===== config.mk =====
export PLATFORM = sky130hd
export DESIGN_NAME = can_msg_seq
export DESIGN_NICKNAME = d
export VERILOG_FILES = /design/src/verilog/can_seq_pkg.sv /design/src/verilog/can_msg_seq.sv
export VERILOG_INCLUDE_DIRS = /design/src /design/src/verilog
export SDC_FILE = /design/constraint.sdc
export NUM_CORES = 2
export LEC_CHECK = 0
export BUFFER_PORTS_ARGS = -buffer_cell sky130_fd_sc_hd__buf_2
export CAP_MARGIN = 0
export CORE_ASPECT_RATIO = 0.9
export CORE_UTILIZATION = 30
export CTS_CLUSTER_DIAMETER = 200
export DETAILED_ROUTE_END_ITERATION = 7
export PLACE_DENSITY = 0.45
export SLEW_MARGIN = 20
export SYNTH_ARGS = -nofsm -noshare
export SYNTH_HDL_FRONTEND = slang
export SYNTH_SLANG_ARGS = --single-unit

===== constraint.sdc =====
create_clock -name i_core_clk -period 28.3 [get_ports i_core_clk]
set_input_delay 8.49 -clock i_core_clk [delete_from_list [all_inputs] [get_ports i_core_clk]]
set_output_delay 8.49 -clock i_core_clk [all_outputs]
set_load 0.005 [all_outputs]

===== src/verilog/can_seq_consts.svh =====
`ifndef CAN_SEQ_CONSTS_SVH
`define CAN_SEQ_CONSTS_SVH
// Register byte addresses.
`define ADDR_MODULE_CTRL 12'h000
`define ADDR_ERR_CNT 12'h004
`define ADDR_ERR_DETAIL 12'h008
`define ADDR_TX_HIST 12'h00C
`define ADDR_LAST_TX 12'h010
`define ADDR_BUF_BASE 12'h100
// Buffer stride is 16 bytes; word select within a buffer.
`define BUF_W_CTRL 2'h0
`define BUF_W_CONF 2'h1
`define BUF_W_LEN 2'h2
`define BUF_W_ID 2'h3
// Module control fields.
`define MC_MODE_LSB 0
`define MC_CLR_ERR 3
`define MC_INIT_ST 8
`define MC_TX_BUSY 9
`define MC_ACC_EN 10
`define MC_ABT_TRG 16
`define MC_ABT_CLR 17
// Buffer control and config fields.
`define BC_READY 0
`define BC_TRQ 1
`define BC_NEW_DATA 2
`define BF_ASSIGNED 0
`define BF_TYPE_LSB 1
`define BF_RTR 4
`define BUF_TYPE_TX 3'h0
// History register fields.
`define TH_EMPTY 8
`define TH_OVF 9
// Block transmission covers buffers 0 up to this index.
`define ABT_LAST_BUF 4'h7
`endif


===== src/verilog/can_seq_pkg.sv =====
package can_seq_pkg;
    typedef enum logic [2:0] {
        MODE_INIT = 3'b000,
        MODE_NORMAL = 3'b001,
        MODE_ABT = 3'b010,
        MODE_RX_ONLY = 3'b011,
        MODE_SINGLE = 3'b100,
        MODE_SELF_TEST = 3'b101
    } op_mode_e;
    typedef enum logic [1:0] {
        TX_IDLE = 2'b00,
        TX_REQ = 2'b01,
        TX_BUSY = 2'b10
    } tx_state_e;
endpackage

===== src/verilog/can_msg_seq.sv =====
// Register access over APB and the register addresses were left to the implementer.
`timescale 1ns/1ps
`default_nettype none
`include "can_seq_consts.svh"
// Functional notes
// - Modes: normal, block transmit, receive-only, single-shot, self-test, plus init.
// - Clear-error bit written in init resets error counter and error detail.
// - Type field 000 marks transmit, 001 to 101 marks receive.
// - Block transmission serves buffers 0 to 7 only.
// - History overflow flag is sticky; host then scans buffers.
// - A request accepted by the protocol layer still transmits after clearing.
module can_msg_seq #(
    parameter int NBUF = 16,
    parameter int HIST_DEPTH = 8
) (
    input wire logic i_core_clk,
    input wire logic i_rst,
    input wire logic i_psel,
    input wire logic i_penable,
    input wire logic i_pwrite,
    input wire logic [11:0] i_paddr,
    input wire logic [31:0] i_pwdata,
    output logic [31:0] o_prdata,
    output logic o_pready,
    output logic o_pslverr,
    output logic o_frame_req,
    output logic [3:0] o_frame_buf,
    output logic [28:0] o_frame_id,
    output logic [3:0] o_frame_len,
    output logic o_frame_rtr,
    input wire logic i_frame_accept,
    input wire logic i_frame_done,
    input wire logic i_frame_ok,
    input wire logic [4:0] i_err_code
);
    initial begin
        if (NBUF != 16 || HIST_DEPTH < 2 || HIST_DEPTH > 16) begin
            $error("can_msg_seq: unsupported NBUF or HIST_DEPTH");
        end
    end

    localparam int HW = $clog2(HIST_DEPTH);

    can_seq_pkg::op_mode_e mode_q;
    can_seq_pkg::tx_state_e st_q;
    logic [NBUF-1:0] rdy_q, trq_q, nd_q, asg_q, rtr_q;
    logic [2:0] typ_q [NBUF];
    logic [3:0] len_q [NBUF];
    logic [28:0] id_q [NBUF];
    logic [7:0] err_cnt_q;
    logic [4:0] err_det_q;
    logic abt_trg_q, acc_en_q, ovf_q, cur_abt_q;
    logic [2:0] abt_ptr_q;
    logic [3:0] cur_q, last_q;
    logic [3:0] hist_q [HIST_DEPTH];
    logic [HW-1:0] hwr_q, hrd_q;
    logic [HW:0] hcnt_q;
    logic [31:0] rdata_q;
    logic wr, rd_acc, setup, a_buf, mapped;
    logic [3:0] a_idx;
    logic [1:0] a_word;
    logic [NBUF-1:0] txable;
    logic norm_hit, blk_hit, pick_abt, done_ok, hist_pop, hist_push;
    logic [3:0] norm_idx, pick_idx, blk_idx;

    assign wr = i_psel && i_penable && i_pwrite;
    assign rd_acc = i_psel && i_penable && !i_pwrite;
    assign setup = i_psel && !i_penable;
    assign a_buf = i_paddr[11:8] == 4'h1;
    assign a_idx = i_paddr[7:4];
    assign a_word = i_paddr[3:2];
    // Zero wait states; read data is captured in the setup cycle.
    assign o_pready = 1'b1;
    assign o_prdata = rdata_q;
    assign o_pslverr = i_psel && i_penable && !mapped;
    assign blk_idx = {1'b0, abt_ptr_q};

    always_comb begin
        if (a_buf && i_paddr[1:0] == 2'b00) begin
            mapped = 1'b1;
        end else if (i_paddr == `ADDR_MODULE_CTRL ||
                     i_paddr == `ADDR_ERR_CNT ||
                     i_paddr == `ADDR_ERR_DETAIL ||
                     i_paddr == `ADDR_TX_HIST ||
                     i_paddr == `ADDR_LAST_TX) begin
            mapped = 1'b1;
        end else begin
            mapped = 1'b0;
        end
    end

    // Candidate buffers and lowest-index selection for ordinary sends.
    always_comb begin
        norm_hit = 1'b0;
        norm_idx = 4'h0;
        for (int m = 0; m < NBUF; m++) begin
            txable[m] = rdy_q[m] && trq_q[m] && asg_q[m] &&
                        typ_q[m] == `BUF_TYPE_TX;
        end
        for (int m = NBUF - 1; m >= 0; m--) begin
            // In block mode buffers 0..7 belong to the block sequence.
            if (txable[m] && !(mode_q == can_seq_pkg::MODE_ABT &&
                               m <= 7)) begin
                norm_hit = 1'b1;
                norm_idx = 4'(m);
            end
        end
    end
    assign blk_hit = mode_q == can_seq_pkg::MODE_ABT && abt_trg_q &&
                     txable[blk_idx];
    assign pick_abt = blk_hit;
    assign pick_idx = blk_hit ? blk_idx : norm_idx;
    assign done_ok = st_q == can_seq_pkg::TX_BUSY && i_frame_done &&
                     i_frame_ok;

    // Protocol-layer hand-off.
    always_ff @(posedge i_core_clk or posedge i_rst) begin
        if (i_rst) begin
            st_q <= can_seq_pkg::TX_IDLE;
            cur_q <= 4'h0;
            cur_abt_q <= 1'b0;
        end else begin
            case (st_q)
                can_seq_pkg::TX_IDLE: begin
                    if (mode_q != can_seq_pkg::MODE_INIT &&
                        mode_q != can_seq_pkg::MODE_RX_ONLY &&
                        (blk_hit || norm_hit)) begin
                        st_q <= can_seq_pkg::TX_REQ;
                        cur_q <= pick_idx;
                        cur_abt_q <= pick_abt;
                    end
                end
                can_seq_pkg::TX_REQ: begin
                    // Until accepted, a cleared request withdraws the frame.
                    if (!trq_q[cur_q]) begin
                        st_q <= can_seq_pkg::TX_IDLE;
                    end else if (i_frame_accept) begin
                        st_q <= can_seq_pkg::TX_BUSY;
                    end
                end
                can_seq_pkg::TX_BUSY: begin
                    // Once accepted the frame runs to its end.
                    if (i_frame_done) begin
                        st_q <= can_seq_pkg::TX_IDLE;
                    end
                end
                default: st_q <= can_seq_pkg::TX_IDLE;
            endcase
        end
    end
    assign o_frame_req = st_q == can_seq_pkg::TX_REQ;
    assign o_frame_buf = cur_q;
    assign o_frame_id = id_q[cur_q];
    assign o_frame_len = len_q[cur_q];
    assign o_frame_rtr = rtr_q[cur_q];

    // Module control, block trigger and pointer.
    always_ff @(posedge i_core_clk or posedge i_rst) begin
        if (i_rst) begin
            mode_q <= can_seq_pkg::MODE_INIT;
            abt_trg_q <= 1'b0;
            abt_ptr_q <= 3'h0;
            acc_en_q <= 1'b0;
        end else begin
            acc_en_q <= 1'b1;
            if (wr && i_paddr == `ADDR_MODULE_CTRL) begin
                if (i_pwdata[`MC_MODE_LSB +: 3] <= 3'h5) begin
                    mode_q <= can_seq_pkg::op_mode_e'(
                        i_pwdata[`MC_MODE_LSB +: 3]);
                end
                abt_trg_q <= i_pwdata[`MC_ABT_TRG] &&
                             mode_q == can_seq_pkg::MODE_ABT;
                if (i_pwdata[`MC_ABT_CLR]) begin
                    abt_ptr_q <= 3'h0;
                end
            end else if (abt_trg_q && st_q == can_seq_pkg::TX_IDLE &&
                         !txable[blk_idx]) begin
                // Skip buffers with nothing to send; end after the last.
                abt_ptr_q <= abt_ptr_q + 3'h1;
                if (blk_idx == `ABT_LAST_BUF) begin
                    abt_trg_q <= 1'b0;
                end
            end else if (done_ok && cur_abt_q) begin
                abt_ptr_q <= abt_ptr_q + 3'h1;
                if (cur_q == `ABT_LAST_BUF) begin
                    abt_trg_q <= 1'b0;
                end
            end
        end
    end

    // Error counter and detail.
    always_ff @(posedge i_core_clk or posedge i_rst) begin
        if (i_rst) begin
            err_cnt_q <= 8'h00;
            err_det_q <= 5'h00;
        end else if (wr && i_paddr == `ADDR_MODULE_CTRL &&
                     i_pwdata[`MC_CLR_ERR] &&
                     mode_q == can_seq_pkg::MODE_INIT) begin
            err_cnt_q <= 8'h00;
            err_det_q <= 5'h00;
        end else if (st_q == can_seq_pkg::TX_BUSY && i_frame_done &&
                     !i_frame_ok) begin
            err_cnt_q <= err_cnt_q + {7'h00, err_cnt_q != 8'hFF};
            err_det_q <= i_err_code;
        end
    end

    // Message buffers.
    always_ff @(posedge i_core_clk or posedge i_rst) begin
        if (i_rst) begin
            rdy_q <= '0;
            trq_q <= '0;
            nd_q <= '0;
            asg_q <= '0;
            rtr_q <= '0;
            for (int m = 0; m < NBUF; m++) begin
                typ_q[m] <= 3'h0;
                len_q[m] <= 4'h0;
                id_q[m] <= 29'h0000_0000;
            end
        end else begin
            // A finished frame releases its request; single-shot also
            // drops it after a failed attempt.
            if (st_q == can_seq_pkg::TX_BUSY && i_frame_done &&
                (i_frame_ok || mode_q == can_seq_pkg::MODE_SINGLE)) begin
                trq_q[cur_q] <= 1'b0;
            end
            if (wr && a_buf) begin
                if (a_word == `BUF_W_CTRL) begin
                    rdy_q[a_idx] <= i_pwdata[`BC_READY];
                    trq_q[a_idx] <= i_pwdata[`BC_TRQ];
                    nd_q[a_idx] <= i_pwdata[`BC_NEW_DATA];
                end else if (a_word == `BUF_W_CONF) begin
                    asg_q[a_idx] <= i_pwdata[`BF_ASSIGNED];
                    typ_q[a_idx] <= i_pwdata[`BF_TYPE_LSB +: 3];
                    rtr_q[a_idx] <= i_pwdata[`BF_RTR];
                end else if (a_word == `BUF_W_LEN) begin
                    len_q[a_idx] <= i_pwdata[3:0];
                end else begin
                    id_q[a_idx] <= i_pwdata[28:0];
                end
            end
        end
    end

    // Transmit history list; a push into a full list with no pop in the same cycle sets overflow.
    assign hist_push = done_ok;
    assign hist_pop = rd_acc && i_paddr == `ADDR_TX_HIST && hcnt_q != '0;
    always_ff @(posedge i_core_clk or posedge i_rst) begin
        if (i_rst) begin
            hwr_q <= '0;
            hrd_q <= '0;
            hcnt_q <= '0;
            ovf_q <= 1'b0;
            last_q <= 4'h0;
            for (int k = 0; k < HIST_DEPTH; k++) begin
                hist_q[k] <= 4'h0;
            end
        end else begin
            if (hist_push) begin
                last_q <= cur_q;
            end
            if (hist_push && (hcnt_q != (HW+1)'(HIST_DEPTH) || hist_pop)) begin
                hist_q[hwr_q] <= cur_q;
                hwr_q <= HW'((32'(hwr_q) + 1) % HIST_DEPTH);
            end
            if (hist_pop) begin
                hrd_q <= HW'((32'(hrd_q) + 1) % HIST_DEPTH);
            end
            if (hist_push && !hist_pop &&
                hcnt_q != (HW+1)'(HIST_DEPTH)) begin
                hcnt_q <= hcnt_q + 1'b1;
            end else if (hist_pop && !hist_push) begin
                hcnt_q <= hcnt_q - 1'b1;
            end
            // Setting wins over a clear in the same cycle.
            if (hist_push && !hist_pop &&
                hcnt_q == (HW+1)'(HIST_DEPTH)) begin
                ovf_q <= 1'b1;
            end else if (wr && i_paddr == `ADDR_TX_HIST &&
                         i_pwdata[`TH_OVF]) begin
                ovf_q <= 1'b0;
            end
        end
    end

    // Read data captured during the setup cycle.
    always_ff @(posedge i_core_clk or posedge i_rst) begin
        if (i_rst) begin
            rdata_q <= 32'h0000_0000;
        end else if (setup && !i_pwrite) begin
            rdata_q <= 32'h0000_0000;
            if (a_buf) begin
                if (a_word == `BUF_W_CTRL) begin
                    rdata_q[2:0] <= {nd_q[a_idx], trq_q[a_idx],
                                     rdy_q[a_idx]};
                end else if (a_word == `BUF_W_CONF) begin
                    rdata_q[4:0] <= {rtr_q[a_idx], typ_q[a_idx],
                                     asg_q[a_idx]};
                end else if (a_word == `BUF_W_LEN) begin
                    rdata_q[3:0] <= len_q[a_idx];
                end else begin
                    rdata_q[28:0] <= id_q[a_idx];
                end
            end else if (i_paddr == `ADDR_MODULE_CTRL) begin
                rdata_q[2:0] <= mode_q;
                rdata_q[`MC_INIT_ST] <= mode_q == can_seq_pkg::MODE_INIT;
                rdata_q[`MC_TX_BUSY] <= st_q != can_seq_pkg::TX_IDLE;
                rdata_q[`MC_ACC_EN] <= acc_en_q;
                rdata_q[`MC_ABT_TRG] <= abt_trg_q;
            end else if (i_paddr == `ADDR_ERR_CNT) begin
                rdata_q[7:0] <= err_cnt_q;
            end else if (i_paddr == `ADDR_ERR_DETAIL) begin
                rdata_q[4:0] <= err_det_q;
            end else if (i_paddr == `ADDR_TX_HIST) begin
                rdata_q[3:0] <= hist_q[hrd_q];
                rdata_q[`TH_EMPTY] <= hcnt_q == '0;
                rdata_q[`TH_OVF] <= ovf_q;
            end else if (i_paddr == `ADDR_LAST_TX) begin
                rdata_q[3:0] <= last_q;
            end
        end
    end
endmodule // can_msg_seq
`default_nettype wire


# Word level (Yosys, flattened, before mapping)
# Cells that the tools add are included.
[word_totals]
reg_bits = 760
input_bits = 57
out_inout_bits = 73
wordCells = 410
[op_classes]
n_addsub = 6
order_cmp = 12
n_eq_ne = 22
muxes = 139
bitwise = 9
n_reduce_logical = 146
[ops]
columns = ["op", "n"]
rows = [
  ["464-bit bitwise mux", 1],
  ["29-bit binary-select mux with 4-bit select", 2],
  ["29-bit two-way mux", 5],
  ["4-bit two-way mux", 31],
  ["29-bit demux with 4-bit select", 1],
  ["1-bit logical AND", 92],
  ["16-bit bitwise mux", 5],
  ["64-bit bitwise mux", 1],
  ["3-bit logical NOT", 17],
  ["48-bit bitwise mux", 1],
  ["16-bit two-way mux", 3],
  ["1-bit two-way mux", 39],
  ["4-bit binary-select mux with 4-bit select", 2],
  ["32-bit bitwise mux", 1],
  ["3-bit two-way mux", 10],
  ["5-bit two-way mux", 6],
  ["1-bit binary-select mux with 4-bit select", 7],
  ["26-bit two-way mux", 1],
  ["25-bit two-way mux", 1],
  ["12-bit by 4-bit == test with 1-bit output (second input constant)", 2],
  ["24-bit two-way mux", 1],
  ["16-bit AND", 1],
  ["4-bit demux with 4-bit select", 1],
  ["2-bit two-way mux", 8],
  ["51 further kinds", 95],
]

# Longest topological paths before layout
[logic_depth]
ltp_word = 23
depth_mapped = 12
depth_no_buf = 11

# Worst setup path before layout
# Ideal clock, no wire load.
[synth_timing]
path_type = "input -> output"
start = "in i_paddr[4]"
end = "out o_pslverr"
arrival_ps = 9979
required_time_ps = 19810
slack_ps = 9831
path_stages = 7
n_path_buf = 3
path_cell_list = "buf_2 > buf_4 > buf_2 > nand2b_1 > nor3_1 > nor2b_1 > a2111oi_0"
[synth_via]
elab_chain_cells = 9
word_cells_on_any_way = 13
classes_between = "eq/ne (4); mux (2); reduce/logical (7)"
[synth_rtl]
columns = ["element", "line", "text"]
rows = [
  ["start: declaration", "can_msg_seq.sv:21", "input wire logic [11:0] i_paddr,"],
  ["12-bit by 3-bit == test with 1-bit output (no line) / 12-bit logical NOT (equally long branches)", "n/a", ""],
  ["1-bit logical OR (no line) (3 in a row)", "n/a", ""],
  ["1-bit logical OR (no line) *", "n/a", ""],
  ["1-bit two-way mux *", "can_msg_seq.sv:81", "end else if (i_paddr == `ADDR_MODULE_CTRL ||"],
  ["1-bit two-way mux *", "can_msg_seq.sv:79", "if (a_buf && i_paddr[1:0] == 2'b00) begin"],
  ["1-bit logical NOT *", "can_msg_seq.sv:75", "assign o_pslverr = i_psel && i_penable && !mapped;"],
  ["1-bit logical AND *", "can_msg_seq.sv:75", ""],
  ["end: declaration", "can_msg_seq.sv:25", "output logic o_pslverr,"],
]
# Mark *: on every way between the ends. The rest lies on a longest branch, timed or not.

# Worst setup path in the final report
[layout_timing]
start = "in i_paddr[2]"
end = "out o_pslverr"
# Same word-level chain as after synthesis.

==> impl_metrics.json <==
{
  "p_leak_nw": 20.4,
  "crit_slowest_cell": "or3_1",
  "min_to": "o_prdata[14]",
  "num-nets-final": 2777,
  "fillers": 12500,
  "grt_pass1_wl_um": 187000,
  "viasPerCell": 5.49,
  "fmax_mhz": 52.3,
  "cts_resized": 0,
  "place_area_mm2": 0.0419,
  "dieArea_mm2": 0.133,
  "ys_warn_count": 0,
  "r2r_slack_ns": 25.30,
  "yosysTopAreaCellShare_pct": 48.0,
  "powerDensity_mw_per_mm2": 53.0,
  "syn_inst": 2683,
  "yosysTopAreaCell": "dfrtp_1",
  "insertion_delay_ns": 0.70,
  "grt_overflow": 0,
  "synth-edff-count": 0,
  "drt_iter0_markers": 1894,
  "dp_hpwl_um": 74700,
  "area_growth_pct": 13.3,
  "grt_pass1_vias": 26500,
  "synthesis.area_mm2": 0.0396,
  "maxCapViolations": 0,
  "drt_wl_total_um": 126000,
  "cts_max_level": 3,
  "ant_nets": 0,
  "postCtsSetupRepairBufs": 0,
  "synth_flop_cell": "dfrtp_1",
  "worstMarginPinSlew_ns": 1.20,
  "cts_root_buf": "clkbuf_16",
  "cp.arrival_ns": 10.63,
  "ir_drop_mv": 0.0405,
  "dr.pass1.iters": 5,
  "cts_tree": "built",
  "synth.most_common_cell": "dfrtp_1",
  "worstHoldStart": "o_prdata[14]",
  "avgSynthCellArea_um2": 14.8,
  "fin_crit_sh_pct": 67.6,
  "crit_type": "input port to output pin",
  "gp_congestion": 0.840,
  "detail_route.wl_per_cell_um": 28.0,
  "io_buffer_count": 122,
  "grt_start_max_net_pins": 178,
  "path_cells": "buf_2, inv_1, ha_1, or3_1, nor2_1, nor2_1, a2111oi_0, buf_2",
  "reg2reg_depth": 4,
  "hold_viol": 0,
  "initial_core_util_pct": 30.2,
  "cts.hold.buffers_added": 0,
  "post-route-min-period_ns": 19.12,
  "via_count": 24700,
  "die_w_um": 385,
  "holdWs_ns": 0.464,
  "crit-reg2reg-capture": "st_q[0]",
  "path_max_fanout": 12,
  "cp.required_ns": 19.81,
  "core-area_mm2": 0.131,
  "max-slew-margin-rel_pct": 19.9,
  "cts_sinks": 760,
  "groute.usage.overall_pct": 19.1,
  "status": "finished clean",
  "final_cell_area_mm2": 0.0449,
  "finalNonFillerCells": 4507,
  "dp.cells": 4343,
  "hold_depth": 2,
  "synth_seq_area_share_pct": 48.0,
  "cts.clk_slew.worst_paths_ns": 0.06,
  "min-delay-path-class": "flop to flop",
  "rsz0062_at_grt": "no",
  "drive_above_1_share_pct": 49.3,
  "r2r-start": "o_frame_buf[1]",
  "synth_cell_types": 76,
  "cts_max_path_buffers": 3,
  "start_kind": "input port",
  "fin_setup_tns_ns": 0,
  "setup_violations": 0,
  "antenna_found_initial": 13,
  "final_max_slew_viol_count": 0,
  "yosys-top-cells-area": "dfrtp_1, mux4_2, mux2_2, nand2_1, clkbuf_1",
  "numCtsBuffers": 90,
  "ys_seq_elements": 760,
  "yosys-top-cells-count": "dfrtp_1, mux2_2, mux4_2",
  "async_flop_share_pct": 100,
  "fin_skew_ns": 0.0256,
  "die_h_um": 347,
  "drcViolationCount": 0,
  "slowest_delay_ns": 0.66,
  "rows": 126,
  "end_kind": "output pin",
  "ioPinCount": 130
}
==> power breakdown <==
part	internal, W	switching, W
clock	0.000689	0.000485
combinational	0.0000299	0.0000741
sequential	0.00109	0.00000494
==> through the flow <==
step	setup slack [ns]	total power (W)	utilization, %
finish	9.18	0.00238	34.2
global route	9.08	0.00247	34.2
CTS	9.27	0.00241	34.2
detailed placement	9.28	0.00123	32.0
global placement	9.21	0.00122	32.0
floorplan	9.39	0.00119	-
==> sequential cells by signal, indices dropped and copies added, names as in the netlist <==
name,count
hist_q,32
hrd_q,3
id_q,464
rtr_q,16
nd_q,16
st_q,2
acc_en_q,1
mode_q,3
len_q,64
trq_q,16
last_q,4
ovf_q,1
o_frame_buf,4
hwr_q,3
hcnt_q,4
cur_abt_q,1
typ_q,48
rdy_q,16
o_prdata,29
asg_q,16
abt_ptr_q,3
abt_trg_q,1
err_det_q,5
err_cnt_q,8
==> cells in the final DEF (no fill, tap or decap), types with 8 or more instances in the layout <==
cell | netlist | routed
or3_1 | 10 | 10
clkbuf_16 | 0 | 91
o21ai_0 | 82 | 82
clkbuf_1 | 134 | 21
dfrtp_1 | 760 | 756
clkbuf_8 | 0 | 21
mux2i_1 | 35 | 35
nor2_1 | 75 | 74
mux2_2 | 643 | 643
inv_1 | 12 | 11
a211oi_1 | 9 | 9
nand2b_1 | 10 | 10
ha_1 | 12 | 12
a21oi_1 | 17 | 17
nand2_1 | 184 | 168
o22ai_1 | 8 | 8
nand3_1 | 29 | 29
nand2_4 | 0 | 9
o211ai_1 | 16 | 16
buf_2 | 47 | 118
mux4_2 | 372 | 372
nand2_2 | 1 | 8
buf_4 | 8 | 34
nor3_1 | 29 | 28
xor2_1 | 11 | 11
clkinv_2 | 0 | 17
==> cell type report <==
type / instances / area [µm²] / share of cell area (%)
sequential: 760 / 19000 / 42.4
antenna: 1 / 2.50 / 0.00558
inverter: 12 / 48.8 / 0.109
multi-input combinational: 1683 / 19700 / 43.9
clock inverter: 31 / 328 / 0.731
timing repair buffer: 160 / 986 / 2.20
tap: 1728 / 2160 / 4.82
clock buffer: 132 / 2630 / 5.86
==> routing by layer <==
layer | vias to the layer above | wire, µm | GRT usage (%)
li1 | 10300 | - | -
met2 | 658 | 59700 | 30.4
met4 | 6 | 3020 | 4.88
met3 | 194 | 6340 | 3.76
met5 | - | 37 | 0
met1 | 13600 | 57000 | 26.5
==> worst max path at each step <==
stage | start | end | slack, ns | cells past startpoint
3_5_place_dp | i_paddr[2] | o_pslverr | 9.28 | 8
5_1_grt | i_paddr[2] | o_pslverr | 9.08 | 8
6_report | i_paddr[2] | o_pslverr | 9.18 | 8
3_3_place_gp | i_paddr[2] | o_pslverr | 9.21 | 8
4_1_cts | i_paddr[2] | o_pslverr | 9.27 | 8
2_1_floorplan | i_rst | abt_ptr_q[0] | 9.39 | 1
==> critical path, delay by kind of cell <==
family	cells	cell delay, ns
simple gates	3	0.88
fa+ha+maj	1	0.39
compound gates	1	0.45
buf+inv	3	0.42
==> logic make-up after synthesis <==
group,after synthesis,synth area share (%)
XOR/XNOR,13,0.288
buffers and inverters,243,2.55
multiplexers,1051,40.4
other,2,0.0190
flip-flops,760,48.0
adder cells (fa/ha/maj),13,0.430
AO/OA/AOI/OAI,178,2.83
AND/OR/NAND/NOR,423,5.48
Note: power is estimated with default switching activity, not from simulation.
